### src/pkg/mode_map_pkg.sv
// Purpose: Shared constants for the operating mode and memory map control block
// Assumes: AXI4-Lite register access, 32-bit data, registers in the low byte
// Notes:   Printed offsets are not all multiples of four, so they are indices
package mode_map_pkg;

   // ------------------------------------------------------------------
   // Register indices and address width
   // ------------------------------------------------------------------
   localparam logic [11:0] idx_operating_mode   = 12'h004;
   localparam logic [11:0] idx_memory_map_wait  = 12'h005;
   localparam logic [11:0] idx_upper_rom_window = 12'h010;
   localparam logic [11:0] idx_flash_control    = 12'h221;
   localparam logic [11:0] idx_write_protect    = 12'h00a;
   localparam logic [11:0] idx_flash_control0   = 12'h220;
   localparam logic [11:0] idx_access_status    = 12'h300;
   localparam int          addr_width           = 14;

   // ------------------------------------------------------------------
   // Field positions
   // ------------------------------------------------------------------
   localparam int mode_select_lsb        = 0;
   localparam int data_flash_map_bit     = 0;
   localparam int sticky_set_pos         = 2;
   localparam int software_wait_pos      = 7;
   localparam int data_flash_wait_pos    = 7;
   localparam int upper_rom_disable_pos  = 0;
   localparam int mode_unlock_pos        = 1;
   localparam int rom_unlock_pos         = 6;
   localparam int cpu_rewrite_pos        = 1;

   // ------------------------------------------------------------------
   // Reset values
   // ------------------------------------------------------------------
   localparam logic [7:0] operating_mode_reset   = 8'h00;
   localparam logic [7:0] memory_map_wait_reset  = 8'h08;
   localparam logic [7:0] upper_rom_window_reset = 8'h00;
   localparam logic [7:0] flash_control_reset    = 8'h00;
   localparam logic [7:0] write_protect_reset    = 8'h00;
   localparam logic [1:0] single_chip_mode       = 2'h0;

   // ------------------------------------------------------------------
   // Address map of the internal space
   // ------------------------------------------------------------------
   localparam logic [19:0] data_flash_a_lo = 20'h0e000;
   localparam logic [19:0] data_flash_a_hi = 20'h0efff;
   localparam logic [19:0] data_flash_b_lo = 20'h0f000;
   localparam logic [19:0] data_flash_b_hi = 20'h0ffff;
   localparam logic [19:0] upper_rom_lo    = 20'h10000;
   localparam logic [19:0] upper_rom_hi    = 20'h13fff;
   localparam logic [19:0] sfr_hi          = 20'h003ff;
   localparam logic [19:0] ram_hi          = 20'h0bfff;
   localparam logic [19:0] rom1_lo         = 20'hc0000;

   // Access area classes seen by the wait-state logic
   typedef enum logic [2:0] {
      area_none, area_sfr, area_ram, area_data_flash, area_rom
   } area_t;

   localparam logic [1:0] resp_okay   = 2'h0;
   localparam logic [1:0] resp_slverr = 2'h2;
endpackage

### src/rtl/area_decoder.sv
// Purpose: Classifies an internal bus address into an access area and wait count
// Assumes: Single-chip mode, 20-bit internal address
// Notes:   Purely combinational; caller registers the results
`timescale 1ns/1ps
module area_decoder (
   input  wire logic [19:0]         addr,
   input  wire logic                data_flash_on,
   input  wire logic                upper_rom_off,
   input  wire logic                soft_wait,
   input  wire logic                flash_wait,
   output      mode_map_pkg::area_t area,
   output      logic                wait_one
);
   import mode_map_pkg::*;

   // Only SFR, RAM and ROM exist; nothing decodes to an external area
   always_comb begin
      area     = area_none;
      wait_one = 1'b0;
      if (addr <= sfr_hi) begin
         area     = area_sfr;
         wait_one = 1'b1;                          // SFR always one wait
      end else if (addr <= ram_hi) begin
         area     = area_ram;
         wait_one = soft_wait;                     // RL13
      end else if (addr >= data_flash_a_lo && addr <= data_flash_b_hi) begin
         // Both blocks usable whenever the map is enabled
         if (data_flash_on) begin                  // RL7 RL8
            area     = area_data_flash;
            // Flash wait bit low means forced wait; either bit adds one
            wait_one = soft_wait | ~flash_wait;    // RL14
         end
      end else if (addr >= upper_rom_lo && addr <= upper_rom_hi) begin
         if (!upper_rom_off) begin                 // RL11 RL16
            area     = area_rom;
            wait_one = soft_wait;                  // RL13
         end
      end else if (addr >= rom1_lo) begin
         area     = area_rom;
         wait_one = soft_wait;
      end
   end
endmodule

### src/rtl/mode_map_control.sv
// Purpose: Operating mode, memory map and software wait control registers
// Assumes: AXI4-Lite slave, one write and one read at a time, ref_clk 50 MHz
// Notes:   Byte address is four times the register index
//
// What this block does
// RL1: Only single-chip mode exists; the mode field offers nothing else.
// RL2: Decoded space holds only SFR, internal RAM and internal ROM.
// RL3: No pin ever becomes an external bus pin; external bus enable stays low.
// RL4: Software must always write zero-zero to the mode select field.
// RL5: Both mode registers change only while the mode unlock bit is one.
// RL6: Sticky bit sets on writing one; writing zero leaves it until reset.
// RL7: Data flash enable maps data flash at 0E000h to 0FFFFh.
// RL8: Enabled data flash exposes block A and block B together.
// RL9: Data flash enable reads one and is forced one during CPU rewrite mode.
// RL10: Upper ROM window register changes only while the ROM unlock bit is one.
// RL11: Bit 0 of the upper ROM window register controls mapping at 10000h-13FFFh.
// RL12: Internal bus is 16 bits, separate paths, zero or one software wait.
// RL13: Wait select stretches RAM and program ROM accesses to two cycles.
// RL14: Either wait bit adds one wait state to data flash reads.
// RL15: Writes to a locked register are dropped, contents unchanged.
// RL16: Upper ROM bit zero maps the window, one removes it.
//
// The AXI4-Lite interface to the registers is this design's own decision.
`timescale 1ns/1ps
module mode_map_control (
   input  wire logic        ref_clk,
   input  wire logic        reset_n,
   input  wire logic        clk_en,
   input  wire logic [mode_map_pkg::addr_width-1:0] s_axi_awaddr,
   input  wire logic        s_axi_awvalid,
   output      logic        s_axi_awready,
   input  wire logic [31:0] s_axi_wdata,
   input  wire logic [3:0]  s_axi_wstrb,
   input  wire logic        s_axi_wvalid,
   output      logic        s_axi_wready,
   output      logic [1:0]  s_axi_bresp,
   output      logic        s_axi_bvalid,
   input  wire logic        s_axi_bready,
   input  wire logic [mode_map_pkg::addr_width-1:0] s_axi_araddr,
   input  wire logic        s_axi_arvalid,
   output      logic        s_axi_arready,
   output      logic [31:0] s_axi_rdata,
   output      logic [1:0]  s_axi_rresp,
   output      logic        s_axi_rvalid,
   input  wire logic        s_axi_rready,
   input  wire logic [19:0] bus_addr,
   input  wire logic        bus_req,
   output      logic        data_flash_mapped,
   output      logic        upper_rom_mapped,
   output      logic        bus_wait,
   output      logic        bus_area_valid,
   output      logic        external_bus_enable
);
   import mode_map_pkg::*;

   // ------------------------------------------------------------------
   // Register state
   // ------------------------------------------------------------------
   logic [7:0]  operating_mode_control;
   logic [7:0]  memory_map_wait_control;
   logic [7:0]  upper_rom_window_control;
   logic [7:0]  flash_control_one;
   logic [7:0]  flash_control_zero;
   logic [7:0]  write_protect_register;
   logic        aw_held;
   logic        w_held;
   logic [mode_map_pkg::addr_width-1:0] aw_addr;
   logic [31:0] w_data;
   logic        w_lane0;
   logic        wr_fire;
   logic [11:0] wr_idx;
   logic [11:0] rd_idx;
   logic [7:0]  wbyte;
   logic        mode_unlock;
   logic        rom_unlock;
   logic        cpu_rewrite;
   logic        df_enable;
   area_t       area;
   logic        wait_one;
   logic [7:0]  next_rdata;
   logic        next_rhit;

   assign wr_idx      = aw_addr[addr_width-1:2];
   assign rd_idx      = s_axi_araddr[addr_width-1:2];
   assign wbyte       = w_data[7:0];
   assign wr_fire     = aw_held && w_held && !s_axi_bvalid;
   assign mode_unlock = write_protect_register[mode_unlock_pos];
   assign rom_unlock  = write_protect_register[rom_unlock_pos];
   assign cpu_rewrite = flash_control_zero[cpu_rewrite_pos];
   // Forced high during rewrite so the flash stays visible to the rewriter
   assign df_enable   = memory_map_wait_control[data_flash_map_bit] | cpu_rewrite; // RL9

   // ------------------------------------------------------------------
   // AXI write channels: address and data taken in either order
   // ------------------------------------------------------------------
   always_ff @(posedge ref_clk or negedge reset_n) begin
      if (!reset_n) begin
         aw_held       <= 1'b0;
         w_held        <= 1'b0;
         aw_addr       <= '0;
         w_data        <= 32'h0;
         w_lane0       <= 1'b0;
         s_axi_awready <= 1'b0;
         s_axi_wready  <= 1'b0;
         s_axi_bvalid  <= 1'b0;
         s_axi_bresp   <= resp_okay;
      end else if (clk_en) begin
         s_axi_awready <= 1'b0;
         s_axi_wready  <= 1'b0;
         if (s_axi_awvalid && !aw_held && !s_axi_awready) begin
            s_axi_awready <= 1'b1;
         end
         if (s_axi_awvalid && s_axi_awready) begin
            aw_held <= 1'b1;
            aw_addr <= s_axi_awaddr;
         end
         if (s_axi_wvalid && !w_held && !s_axi_wready) begin
            s_axi_wready <= 1'b1;
         end
         if (s_axi_wvalid && s_axi_wready) begin
            w_held  <= 1'b1;
            w_data  <= s_axi_wdata;
            w_lane0 <= s_axi_wstrb[0];
         end
         if (wr_fire) begin
            aw_held      <= 1'b0;
            w_held       <= 1'b0;
            s_axi_bvalid <= 1'b1;
            case (wr_idx)
               idx_operating_mode, idx_memory_map_wait, idx_upper_rom_window,
               idx_flash_control, idx_write_protect, idx_flash_control0:
                  s_axi_bresp <= resp_okay;
               default:
                  s_axi_bresp <= resp_slverr;
            endcase
         end else if (s_axi_bvalid && s_axi_bready) begin
            s_axi_bvalid <= 1'b0;
         end
      end
   end

   // ------------------------------------------------------------------
   // Protection register and flash controls: never locked
   // ------------------------------------------------------------------
   always_ff @(posedge ref_clk or negedge reset_n) begin
      if (!reset_n) begin
         write_protect_register <= write_protect_reset;
         flash_control_zero     <= flash_control_reset;
         flash_control_one      <= flash_control_reset;
      end else if (clk_en && wr_fire && w_lane0) begin
         if (wr_idx == idx_write_protect) begin
            write_protect_register <= wbyte;
         end
         if (wr_idx == idx_flash_control0) begin
            flash_control_zero <= wbyte;
         end
         if (wr_idx == idx_flash_control) begin
            flash_control_one <= wbyte;
         end
      end
   end

   // ------------------------------------------------------------------
   // Mode registers, guarded by the mode unlock bit
   // ------------------------------------------------------------------
   always_ff @(posedge ref_clk or negedge reset_n) begin
      if (!reset_n) begin
         operating_mode_control  <= operating_mode_reset;
         memory_map_wait_control <= memory_map_wait_reset;
      end else if (clk_en && wr_fire && w_lane0 && mode_unlock) begin // RL5 RL15
         if (wr_idx == idx_operating_mode) begin
            // Mode field is held at single-chip whatever is written
            operating_mode_control <= {wbyte[7:2], single_chip_mode}; // RL1 RL4
         end
         if (wr_idx == idx_memory_map_wait) begin
            memory_map_wait_control <= wbyte;
            // Once set, the sticky bit ignores zero until reset
            memory_map_wait_control[sticky_set_pos] <=
               wbyte[sticky_set_pos] | memory_map_wait_control[sticky_set_pos]; // RL6
         end
      end
   end

   // ------------------------------------------------------------------
   // Upper ROM window register, guarded by the ROM unlock bit
   // ------------------------------------------------------------------
   always_ff @(posedge ref_clk or negedge reset_n) begin
      if (!reset_n) begin
         upper_rom_window_control <= upper_rom_window_reset;
      end else if (clk_en && wr_fire && w_lane0 && rom_unlock &&
                   wr_idx == idx_upper_rom_window) begin // RL10 RL15
         upper_rom_window_control <= {6'h00, wbyte[1:0]};
      end
   end

   // ------------------------------------------------------------------
   // Read path: one read at a time, answer two cycles after arvalid
   // ------------------------------------------------------------------
   always_comb begin
      next_rdata = 8'h00;
      next_rhit  = 1'b1;
      case (rd_idx)
         idx_operating_mode:   next_rdata = operating_mode_control;
         idx_memory_map_wait:  next_rdata = {memory_map_wait_control[7:1], df_enable}; // RL9
         idx_upper_rom_window: next_rdata = upper_rom_window_control;
         idx_flash_control:    next_rdata = flash_control_one;
         idx_write_protect:    next_rdata = write_protect_register;
         idx_flash_control0:   next_rdata = flash_control_zero;
         idx_access_status:    next_rdata = {4'h0, bus_wait, bus_area_valid,
                                             upper_rom_mapped, data_flash_mapped};
         default:              next_rhit  = 1'b0;
      endcase
   end

   always_ff @(posedge ref_clk or negedge reset_n) begin
      if (!reset_n) begin
         s_axi_arready <= 1'b0;
         s_axi_rvalid  <= 1'b0;
         s_axi_rdata   <= 32'h0;
         s_axi_rresp   <= resp_okay;
      end else if (clk_en) begin
         s_axi_arready <= 1'b0;
         if (s_axi_arvalid && !s_axi_arready && !s_axi_rvalid) begin
            s_axi_arready <= 1'b1;
         end
         if (s_axi_arvalid && s_axi_arready) begin
            s_axi_rvalid <= 1'b1;
            s_axi_rdata  <= {24'h0, next_rdata};
            s_axi_rresp  <= next_rhit ? resp_okay : resp_slverr;
         end else if (s_axi_rvalid && s_axi_rready) begin
            s_axi_rvalid <= 1'b0;
         end
      end
   end

   // ------------------------------------------------------------------
   // Internal 16-bit bus area decode and wait insertion
   // ------------------------------------------------------------------
   area_decoder u_area_decoder (
      .addr          (bus_addr),
      .data_flash_on (df_enable),
      .upper_rom_off (upper_rom_window_control[upper_rom_disable_pos]),
      .soft_wait     (memory_map_wait_control[software_wait_pos]),
      .flash_wait    (flash_control_one[data_flash_wait_pos]),
      .area          (area),
      .wait_one      (wait_one)
   );

   // Registered decode results: wait is zero or one state only
   always_ff @(posedge ref_clk or negedge reset_n) begin
      if (!reset_n) begin
         bus_wait            <= 1'b0;
         bus_area_valid      <= 1'b0;
         data_flash_mapped   <= 1'b0;
         upper_rom_mapped    <= 1'b0;
         external_bus_enable <= 1'b0;
      end else if (clk_en) begin
         bus_wait            <= bus_req && wait_one;                     // RL12 RL13 RL14
         bus_area_valid      <= bus_req && (area != area_none);          // RL2
         data_flash_mapped   <= df_enable;                               // RL7 RL8
         upper_rom_mapped    <= !upper_rom_window_control[upper_rom_disable_pos]; // RL11 RL16
         external_bus_enable <= 1'b0;                                    // RL3
      end
   end
endmodule

### config.mk
export PLATFORM = sky130hd
export DESIGN_NAME = mode_map_control
export DESIGN_NICKNAME = d
export VERILOG_FILES = /design/src/pkg/mode_map_pkg.sv /design/src/rtl/area_decoder.sv /design/src/rtl/mode_map_control.sv
export SDC_FILE = /design/constraint.sdc
export NUM_CORES = 1
export LEC_CHECK = 0
export BUFFER_PORTS_ARGS = -buffer_cell sky130_fd_sc_hd__buf_4
export CORE_MARGIN = 2
export CORE_UTILIZATION = 45
export CTS_CLUSTER_SIZE = 8
export DETAILED_ROUTE_END_ITERATION = 8
export PLACE_DENSITY = 0.76
export SKIP_LAST_GASP = 1
export SYNTH_ARGS = -nofsm -noshare
export SYNTH_HDL_FRONTEND = slang
export SYNTH_SLANG_ARGS = --single-unit
### constraint.sdc
create_clock -name ref_clk -period 1.83 [get_ports ref_clk]
set_input_delay 0 -clock ref_clk [delete_from_list [all_inputs] [get_ports ref_clk]]
set_output_delay 0 -clock ref_clk [all_outputs]
set_load 0.005 [all_outputs]
# [Yosys cells after proc, flatten, opt, wreduce, memory -nomap -nowiden]
# Cells that the tools add are included.
[word_totals] reg_bits=86 wordCells=126 out_inout_bits=46
[op_classes] muxes=29 magnitude_cmp=7 n_eq_ne=13 reduce_logical=50 bitwise=4
[op_table] operator="$eq A12 B10 Y1 const B" n=5
[op_table] operator="$pmux W8 S7" n=1
[op_table] operator="$eq A12 B3 Y1 const B" n=4
[op_table] operator="$le A20 B16 Y1 const B" n=2
[op_table] operator="$reduce_and A2 Y1" n=13
[op_table] operator="$eq A12 B4 Y1 const B" n=2
[op_table] operator="$eq A12 B5 Y1 const B" n=2
[op_table] operator="$logic_and A1 B1 Y1" n=22
[op_table] operator="$ge A20 B16 Y1 const B" n=1
[op_table] operator="$ge A20 B17 Y1 const B" n=1
[op_table] operator="$ge A20 B20 Y1 const B" n=1
[op_table] operator="$le A20 B10 Y1 const B" n=1
[op_table] operator="$le A20 B17 Y1 const B" n=1
[op_table] operator="$mux W1" n=19
[op_table] operator="$mux W3" n=6
[op_table] operator="$logic_not A1 Y1" n=8
[op_table] operator="$reduce_bool A2 Y1" n=4
[op_table] operator="$reduce_or A7 Y1" n=1
[op_table] operator="$mux W2" n=3
[op_table] operator="$reduce_or A6 Y1" n=1
[op_table] operator="$or A1 B1 Y1" n=3
[op_table] operator="$reduce_bool A3 Y1" n=1
[op_table] operator="$not A1 Y1" n=1

# [Longest topological paths before layout]
# Gate-level depths: netlist (run 1).
[depth] depth_word=8 mapped_depth=7

# [By module]
# Synthesis (run 1) repeated with hierarchy kept, for this count alone.
[hier_totals] cells_unflattened=335 hier_area_um2=4036.4
[by_module_without_submodules] mod="mode_map_control" cells_each=318 area_each_um2=3928.8 n_inst=1 seq_area_each_um2=2053.2
[by_module_without_submodules] mod="area_decoder" cells_each=17 area_each_um2=107.6 n_inst=1 seq_area_each_um2=0.0

# [Least setup slack after synthesis (run 1)]
# OpenSTA, ideal clock, no wires.
[synth_path] path_kind="reg-to-reg" start="reg aw_addr[8] (netlist name)" end="reg upper_rom_window_control[0]" t_arrival_ns=1.823 stages_incl_launch_ff=6 slack_ns=-0.118 required_ns=1.705 path_buffers=0 setup_ns=0.125 cell_sequence="dfrtp_1 > or4_4 > nor2_4 > nand4b_4 > nor4b_4 > mux2_2"
[synth_between] elab_chain_len=2
[synth_lines] item="start: declaration" line="mode_map_control.sv:67" text="logic [mode_map_pkg::addr_width-1:0] aw_addr;"
[synth_lines] item="start signal: assignment" line="mode_map_control.sv:115" text="aw_addr <= s_axi_awaddr;"
[synth_lines] item="$eq A12 B5 Y1" line="mode_map_control.sv:191" text="wr_idx == idx_upper_rom_window) begin"
[synth_lines] item="$logic_and A1 B1 Y1" line="mode_map_control.sv:190" text="end else if (clk_en && wr_fire && w_lane0 && rom_unlock &&"
[synth_lines] item="end signal: assignment" line="mode_map_control.sv:189" text="upper_rom_window_control <= upper_rom_window_reset;"
[synth_lines] item="end signal: assignment" line="mode_map_control.sv:192" text="upper_rom_window_control <= {6'h00, wbyte[1:0]};"
[synth_lines] item="end: declaration" line="mode_map_control.sv:61" text="logic [7:0] upper_rom_window_control;"
# Every way passes these cells.
# A chain may end at the register's enable or synchronous reset.

# [Worst setup path after layout (run 1)]
[layout_path] start="reg aw_addr[12] (netlist name)" end="reg upper_rom_window_control[0]"
# Same word-level chain as after synthesis.

==> results of run 1 <==
## kinds of logic after synthesis
family                 share of synthesized area [%]
other                                         0.0924
AOI/OAI and AO/OA                               7.59
and+or+nand+nor                                 13.8
DFF                                             50.6
buffers and inverters                           6.66
muxes                                           21.2
## how the worst max path moves through the flow
| stage | endpoint | slack [ns] | cells past startpoint |
|---|---|---|---|
| after floorplan | upper_rom_window_control[0] | -0.1 | 5 |
| after global placement | operating_mode_control[5] | -0.18 | 6 |
| after detailed placement | operating_mode_control[2] | -0.21 | 6 |
| after CTS | operating_mode_control[5] | -0.19 | 6 |
| after global routing | write_protect_register[5] | -0.25 | 6 |
| final | upper_rom_window_control[0] | -0.19 | 5 |
## worst register-to-register path: stages, from the launching register on
cell and delay [ns]:
dfrtp_1 0.39, or4_4 0.55, nor2_4 0.17, nand4b_4 0.16, nor4b_4 0.29, mux2_2 0.36
## cell usage after synthesis, types with 2 or more instances
cell type / count
nor2_4: 2
or4_4: 2
mux2i_1: 4
or3_1: 2
mux2_1: 2
a211oi_1: 2
nand2_1: 17
a221o_1: 2
mux2_2: 71
buf_1: 2
buf_2: 3
o21ai_0: 10
a22oi_1: 5
buf_4: 27
nand2b_1: 2
nor3_1: 6
clkbuf_1: 4
nand3_1: 9
a31oi_1: 2
nor4b_4: 2
nand3_4: 2
a222oi_1: 2
a21boi_0: 2
and3_1: 3
inv_1: 8
dfrtp_1: 81
a21oi_1: 8
nor3b_1: 2
nor2_1: 15
nor2b_1: 5
a221oi_1: 3
## flip-flops by register name, summed over array words and instances (netlist names), 2 cells and up
register / cells
memory_map_wait_control: 8
w_data: 8
upper_rom_window_control: 2
flash_control_zero: 8
s_axi_rdata: 8
write_protect_register: 8
operating_mode_control: 6
aw_addr: 12
flash_control_one: 8
## placed cells by master (no fill, tap or decap), types with 3 or more instances in the layout
cell type | Yosys | routed
nand3_1 | 9 | 9
and3_1 | 3 | 3
mux2_2 | 71 | 52
nor2_1 | 15 | 15
nor3_1 | 6 | 6
a22oi_1 | 5 | 5
dfrtp_1 | 81 | 81
nor2b_1 | 5 | 5
nand2_1 | 17 | 17
mux2_4 | 0 | 21
conb_1 | 1 | 27
mux2i_1 | 4 | 4
clkbuf_8 | 0 | 12
buf_4 | 27 | 86
inv_1 | 8 | 8
dlygate4sd3_1 | 0 | 33
a221oi_1 | 3 | 3
o21ai_0 | 10 | 10
a21oi_1 | 8 | 8
## per-stage QoR
step | setup TNS, ns | hold slack [ns]
6_report | -5.51 | 0.0471
4_1_cts | -5.38 | 0.0259
5_1_grt | -7.36 | 0.0767
3_3_place_gp | -4.00 | 0.0209
3_5_place_dp | -5.73 | 0.0195
2_1_floorplan | -2.08 | -0.296
## per-layer routing
metal | part of all wire, % | track usage (%) | vias up | wire length, um
met5 | 0 | 0 | - | 0
met1 | 44 | 25.7 | 1509 | 4020
li1 | - | - | 1400 | -
met4 | 2.3 | 8.11 | 0 | 210
met3 | 5.1 | 4.61 | 20 | 472
met2 | 49 | 31.8 | 106 | 4490
## cell type report
cell class                 instances  area share, %
clock buffer                      12           3.07
clock inverter                     4           1.35
inverter                           8          0.558
multi-input combinational        230           35.5
sequential                        82           38.1
tap                              108           2.51
timing repair buffer             121           18.9
## timing repair
action / 4_1_cts / 5_1_grt
endpoints found under the setup margin: 39 / 39
hold endpoints to repair: 69 / 0
hold buffers: 33 / 0
buffers inserted: 1 / 2
pin swaps: 3 / 1
resized for setup: 12 / 1
## power breakdown
group	switching, W	leakage [nW]	internal (W)
combinational	0.000514	1.41	0.000714
clock	0.000635	0.119	0.000878
sequential	0.000360	1.06	0.00219
==> summary.md, run 1 <==
| Metric | Value |
|---|---|
| Worst-Margin Slew | `0.582 ns` |
| Main flop type after synthesis | `dfrtp_1` |
| Maxcap violations | `0` |
| GRT Total Usage | `19.7%` |
| Placed cell area | `4740 um2` |
| Worst Setup Path Type | `register to register` |
| Hold Crit Endpoint | `bus_wait` |
| Total power draw | `0.00529 W` |
| VDD IR max | `628 uV` |
| Setup ws final | `-0.191 ns` |
| Worst R2R End | `upper_rom_window_control[0]` |
| DRC viols | `0` |
| RSZ-0062 raised after global routing | `yes` |
| GRT overflow | `0` |
| First-pass GRT wire length | `15,300 um` |
| Synth async-reset ratio | `100%` |
| Setup clock skew after layout | `0.0103 ns` |
| Vias/cell | `5.37` |
| Synth cell types | `54` |
| Seq. cell area | `2050 um2` |
| DRT Pass-1 Iters | `4` |
| CTS tree | `done` |
| I/O pin total | `139` |
| Drt total wl | `9190 um` |
| Static leakage | `2.59 nW` |
| Critical path buffers and inverters | `0` |
| Placer Congestion | `0.858` |
| Post-DP HPWL | `6550 um` |
| Cts bufs inserted | `9` |
| Clock transition at the registers of the reported paths | `0.08 ns` |
| Antenna diodes | `0` |
| Share of cells above drive strength 1 | `42.7%` |
| Die area | `9790 um2` |
| Worst-skew pair later-pin latency | `0.35 ns` |
| Area Growth Syn to Fin | `32.7%` |
| CP startpoint kind | `register` |
| Fin nets | `545` |
| Slowest cell on the critical path | `or4_4` |
| Initial antenna violation count | `0` |
| Status | `finished, violations left` |
| Row cnt | `34` |
| R2R depth | `5` |
| Final std cells w/o fill | `565` |
| Largest net degree at the start of global routing | `43` |
| Synth top area share | `50.0%` |
| Post-synth EDFFs | `0` |
| Die height | `99.0 um` |
| Post-route cell area | `5380 um2` |
| Warnings from Yosys | `0` |
| PD cells | `983 nW/um2` |
| Clk root buf | `clkbuf_8` |
| Worst setup slack after placement | `-0.205 ns` |
| Port bufs | `70` |
| Clk sinks | `82` |
| Number of global-route vias before repair | `3,095` |
| Final setup vio count | `39` |
| Cells after Synth | `330` |
| Crit path max fanout | `4` |
| Final-report max-slew violation count | `0` |
| Cell Count Post-Placement | `513` |
| Crit path largest cell delay | `0.55 ns` |
| Min-delay src | `bus_addr[12]` |
| ANT nets after route | `0` |
| Crit path DAT | `2.26 ns` |
| Die W | `99.0 um` |
| Top delay family on crit path | `simple AND/OR/NAND/NOR gates` |
| Synth area leaders | `dfrtp_1 (50%), mux2_2 (20%), buf_4 (5.0%), nand2_1 (1.6%), nor2_1 (1.4%)` |
| Hold Crit Class | `primary input to register` |
| Synth area leader | `dfrtp_1` |
| DRT iter0 DRCs | `120` |
| Critical path endpoint category | `register` |
| Area of the core | `8720 um2` |
| Drt wl/cell | `16.3 um` |
| Fillers | `677` |
| Synth Register Bits | `82` |
| Peak Freq | `0.495 GHz` |
| CP cell instances | `or4_4 -> nor2_4 -> nand4b_4 -> nor4b_4 -> mux2_2` |
| Reg-to-Reg Start | `aw_addr[12]` |
| Violated checks | `setup timing` |
| Flop-to-flop setup slack | `-0.19 ns` |
| Routed via count | `3,035` |
| Post-synthesis sequential area ratio | `50.6%` |
| Longest Clk Path Bufs | `2` |
| H-tree level count | `3` |
| Post-route minimum period | `2.02 ns` |
| Final Util | `61.7%` |
| Cell Area, Synth | `4060 um2` |
| Worst Setup SP | `aw_addr[12]` |
| Data required, critical path | `2.07 ns` |
| Hold Vio Cnt, Final | `0` |
| Syn_area_per_cell | `12.3 um2` |
| Multi-input gate area | `1910 um2` |
| Initial core utilization | `46.5%` |
| Final clock period utilization by the worst path | `110%` |
| Worst Hold Depth | `6` |
| Max-slew headroom | `61.1%` |
No activity file was read; power rests on OpenSTA's default activity.
==> inputs of run 2 (changes only) <==
--- a/config.mk
+++ b/config.mk
@@ -6,7 +6,7 @@
 export NUM_CORES = 1
 export LEC_CHECK = 0
 export BUFFER_PORTS_ARGS = -buffer_cell sky130_fd_sc_hd__buf_4
-export CORE_MARGIN = 2
+export CORE_MARGIN = 4
 export CORE_UTILIZATION = 45
 export CTS_CLUSTER_SIZE = 8
 export DETAILED_ROUTE_END_ITERATION = 8
==> run 2 against run 1 <==
Net effect: the run still ends with setup timing left; clock power fell by 21%; non-clock buffer count shrank 7; hold slack better by 0.013 ns; flip-flop and latch count unchanged; critical endpoint is now upper_rom_window_control[1]; sequential power is essentially flat; highest routed layer unchanged; cell area fell by 1.9%; largest cell class unchanged.
==> summary.md, run 2 (synthesis results as in run 1) <==
| Metric | Value |
|---|---|
| Final setup vio count | `39 (unchanged)` |
| Crit path max fanout | `4 (unchanged)` |
| Data required, critical path | `2.06 ns (was 2.07 ns)` |
| Maxcap violations | `0 (unchanged)` |
| Largest net degree at the start of global routing | `58 (was 43)` |
| Setup bufs post-CTS | `0 (was 1)` |
| Status | `finished, violations left (unchanged)` |
| Routed via count | `2,963 (was 3,035)` |
| Clk root buf | `clkbuf_8 (unchanged)` |
| Drt wl/cell | `16.0 um (was 16.3 um)` |
| Final-report max-slew violation count | `0 (unchanged)` |
| H-tree level count | `3 (unchanged)` |
| DRT Pass-1 Iters | `4 (unchanged)` |
| Largest register FFs | `12 (unchanged)` |
| GRT overflow | `0 (unchanged)` |
| Hold Vio Cnt, Final | `0 (unchanged)` |
| Max-slew headroom | `61.6% (was 61.1%)` |
| Critical path endpoint category | `register (unchanged)` |
| Final clock period utilization by the worst path | `109% (was 110%)` |
| Cts bufs inserted | `9 (unchanged)` |
| Setup clock skew after layout | `0.0119 ns (was 0.0103 ns)` |
| First-pass GRT wire length | `14,700 um (was 15,300 um)` |
| Worst setup slack after placement | `-0.196 ns (was -0.205 ns)` |
| Seq. cell area | `2050 um2 (unchanged)` |
| DRT iter0 DRCs | `123 (was 120)` |
| Peak Freq | `0.503 GHz (was 0.495 GHz)` |
| Drt total wl | `8950 um (was 9190 um)` |
| Slowest cell on the critical path | `or4_4 (unchanged)` |
| Fillers | `690 (was 677)` |
| ANT nets after route | `0 (unchanged)` |
| Clock transition at the registers of the reported paths | `0.08 ns (about the same)` |
| Crit path largest cell delay | `0.54 ns (was 0.55 ns)` |
| Initial core utilization | `46.3% (was 46.5%)` |
| Placed cell area | `4760 um2 (was 4740 um2)` |
| Static leakage | `2.53 nW (was 2.59 nW)` |
| Leading cell type in the layout, fill and taps excluded | `buf_4 (unchanged)` |
| VDD IR max | `637 uV (was 628 uV)` |
| DRC viols | `0 (unchanged)` |
| Share of cells above drive strength 1 | `42.2% (was 42.7%)` |
| Crit path DAT | `2.22 ns (was 2.26 ns)` |
| Worst-Margin Slew | `0.574 ns (was 0.582 ns)` |
| Die area | `10,600 um2 (was 9790 um2)` |
| Longest Clk Path Bufs | `2 (unchanged)` |
| Die W | `103 um (was 99.0 um)` |
| Setup ws final | `-0.156 ns (was -0.191 ns)` |
| CP cell instances | `or4_4 -> nor2_4 -> nand4b_4 -> nor4b_4 -> mux2_2 (unchanged)` |
| Hold Crit Class | `primary input to register (unchanged)` |
| Antenna diodes | `0 (unchanged)` |
| Fin nets | `538 (was 545)` |
| CTS tree | `done (unchanged)` |
| I/O pin total | `139 (unchanged)` |
| Die height | `103 um (was 99.0 um)` |
| CP startpoint kind | `register (unchanged)` |
| Violated checks | `setup timing (unchanged)` |
| Final Util | `60.3% (was 61.7%)` |
| Placer Congestion | `0.792 (was 0.858)` |
| GRT Total Usage | `18.1% (was 19.7%)` |
| Top reg by flops | `aw_addr (unchanged)` |
| Multi-input gate area | `1920 um2 (was 1910 um2)` |
| Worst Setup Path Type | `register to register (unchanged)` |
| Cell Count Post-Placement | `513 (unchanged)` |
| Row cnt | `34 (unchanged)` |
| Post-DP HPWL | `6620 um (was 6550 um)` |
| Worst-skew pair later-pin latency | `0.35 ns (about the same)` |
| PD cells | `927 nW/um2 (was 983 nW/um2)` |
| Post-route cell area | `5280 um2 (was 5380 um2)` |
| Area Growth Syn to Fin | `30.2% (was 32.7%)` |
| Post-route minimum period | `1.99 ns (was 2.02 ns)` |
| Area of the core | `8760 um2 (was 8720 um2)` |
| Commonest non-fill, non-tap cells in the layout | `buf_4 (82), dfrtp_1 (81), mux2_2 (52) (was buf_4 (86), dfrtp_1 (81), mux2_2 (52))` |
| Number of global-route vias before repair | `2,969 (was 3,095)` |
| Port bufs | `70 (unchanged)` |
| Vias/cell | `5.31 (was 5.37)` |
| Initial antenna violation count | `0 (unchanged)` |
| RSZ-0062 raised after global routing | `yes (unchanged)` |
| Clk sinks | `82 (unchanged)` |
| Final std cells w/o fill | `558 (was 565)` |
==> run 2: cell count changes in the layout (fill, tap and decap cells not counted), moves of 2 or more <==
cell / change
buf_4: -4
bufinv_16: -2
clkbuf_1: +2
dlygate4sd3_1: -4
==> run 2: final timing paths <==
kind	from	to	slack, ns	cells after the start
max	aw_addr[13]	upper_rom_window_control[1]	-0.16	5
min	bus_addr[10]	bus_wait	0.06	6
max reg2reg	aw_addr[13]	upper_rom_window_control[1]	-0.16	5
min reg2reg	s_axi_rresp[1]	s_axi_rresp[1]	0.49	1
max in group asynchronous	reset_n	write_protect_register[1]	1.13	3
min in group asynchronous	reset_n	flash_control_one[5]	0.10	2
==> run 2: final cells by class <==
class / instances / share of cell area [%]
sequential: 82 / 38.9
multi-input combinational: 230 / 36.3
timing repair buffer: 114 / 18.3
clock buffer: 13 / 3.01
tap: 108 / 2.56
inverter: 8 / 0.568
clock inverter: 3 / 0.450
==> run 2: what timing repair did <==
action / CTS / global route
hold buffers: 29 / 0
pin swaps: 3 / 0
endpoints found under the hold margin: 111 / 0
gates cloned: 0 / 0
resized for setup: 13 / 1
endpoints found under the setup margin: 39 / 40
==> run 2: layer usage <==
metal | part of all wire (%) | track usage [%]
met5 | 0 | 0
met4 | 1.5 | 5.38
met3 | 6.1 | 4.13
met2 | 49 | 29.9
met1 | 44 | 23.8
==> run 2: per-stage QoR <==
stage          hold WS (ns)  power, W  TNS [ns]
6_report             0.0604   0.00490     -4.08
5_1_grt              0.0573   0.00519     -6.65
4_1_cts              0.0389   0.00495     -4.63
3_5_place_dp        -0.0651   0.00369     -5.12
3_3_place_gp        -0.0680   0.00364     -3.90
2_1_floorplan        -0.296   0.00315     -2.08
==> run 2: worst max-delay path: cells and delay by family, from the launching register on <==
kind | cells | cell delay, ns
simple gates | 4 | 1.12
flops | 1 | 0.38
mux | 1 | 0.37
==> run 2: power by group <==
group | internal [W] | total (W) | switching [W]
Combinational | 0.000667 | 0.00116 | 0.000494
Sequential | 0.00219 | 0.00255 | 0.000356
Clock | 0.000571 | 0.00119 | 0.000620
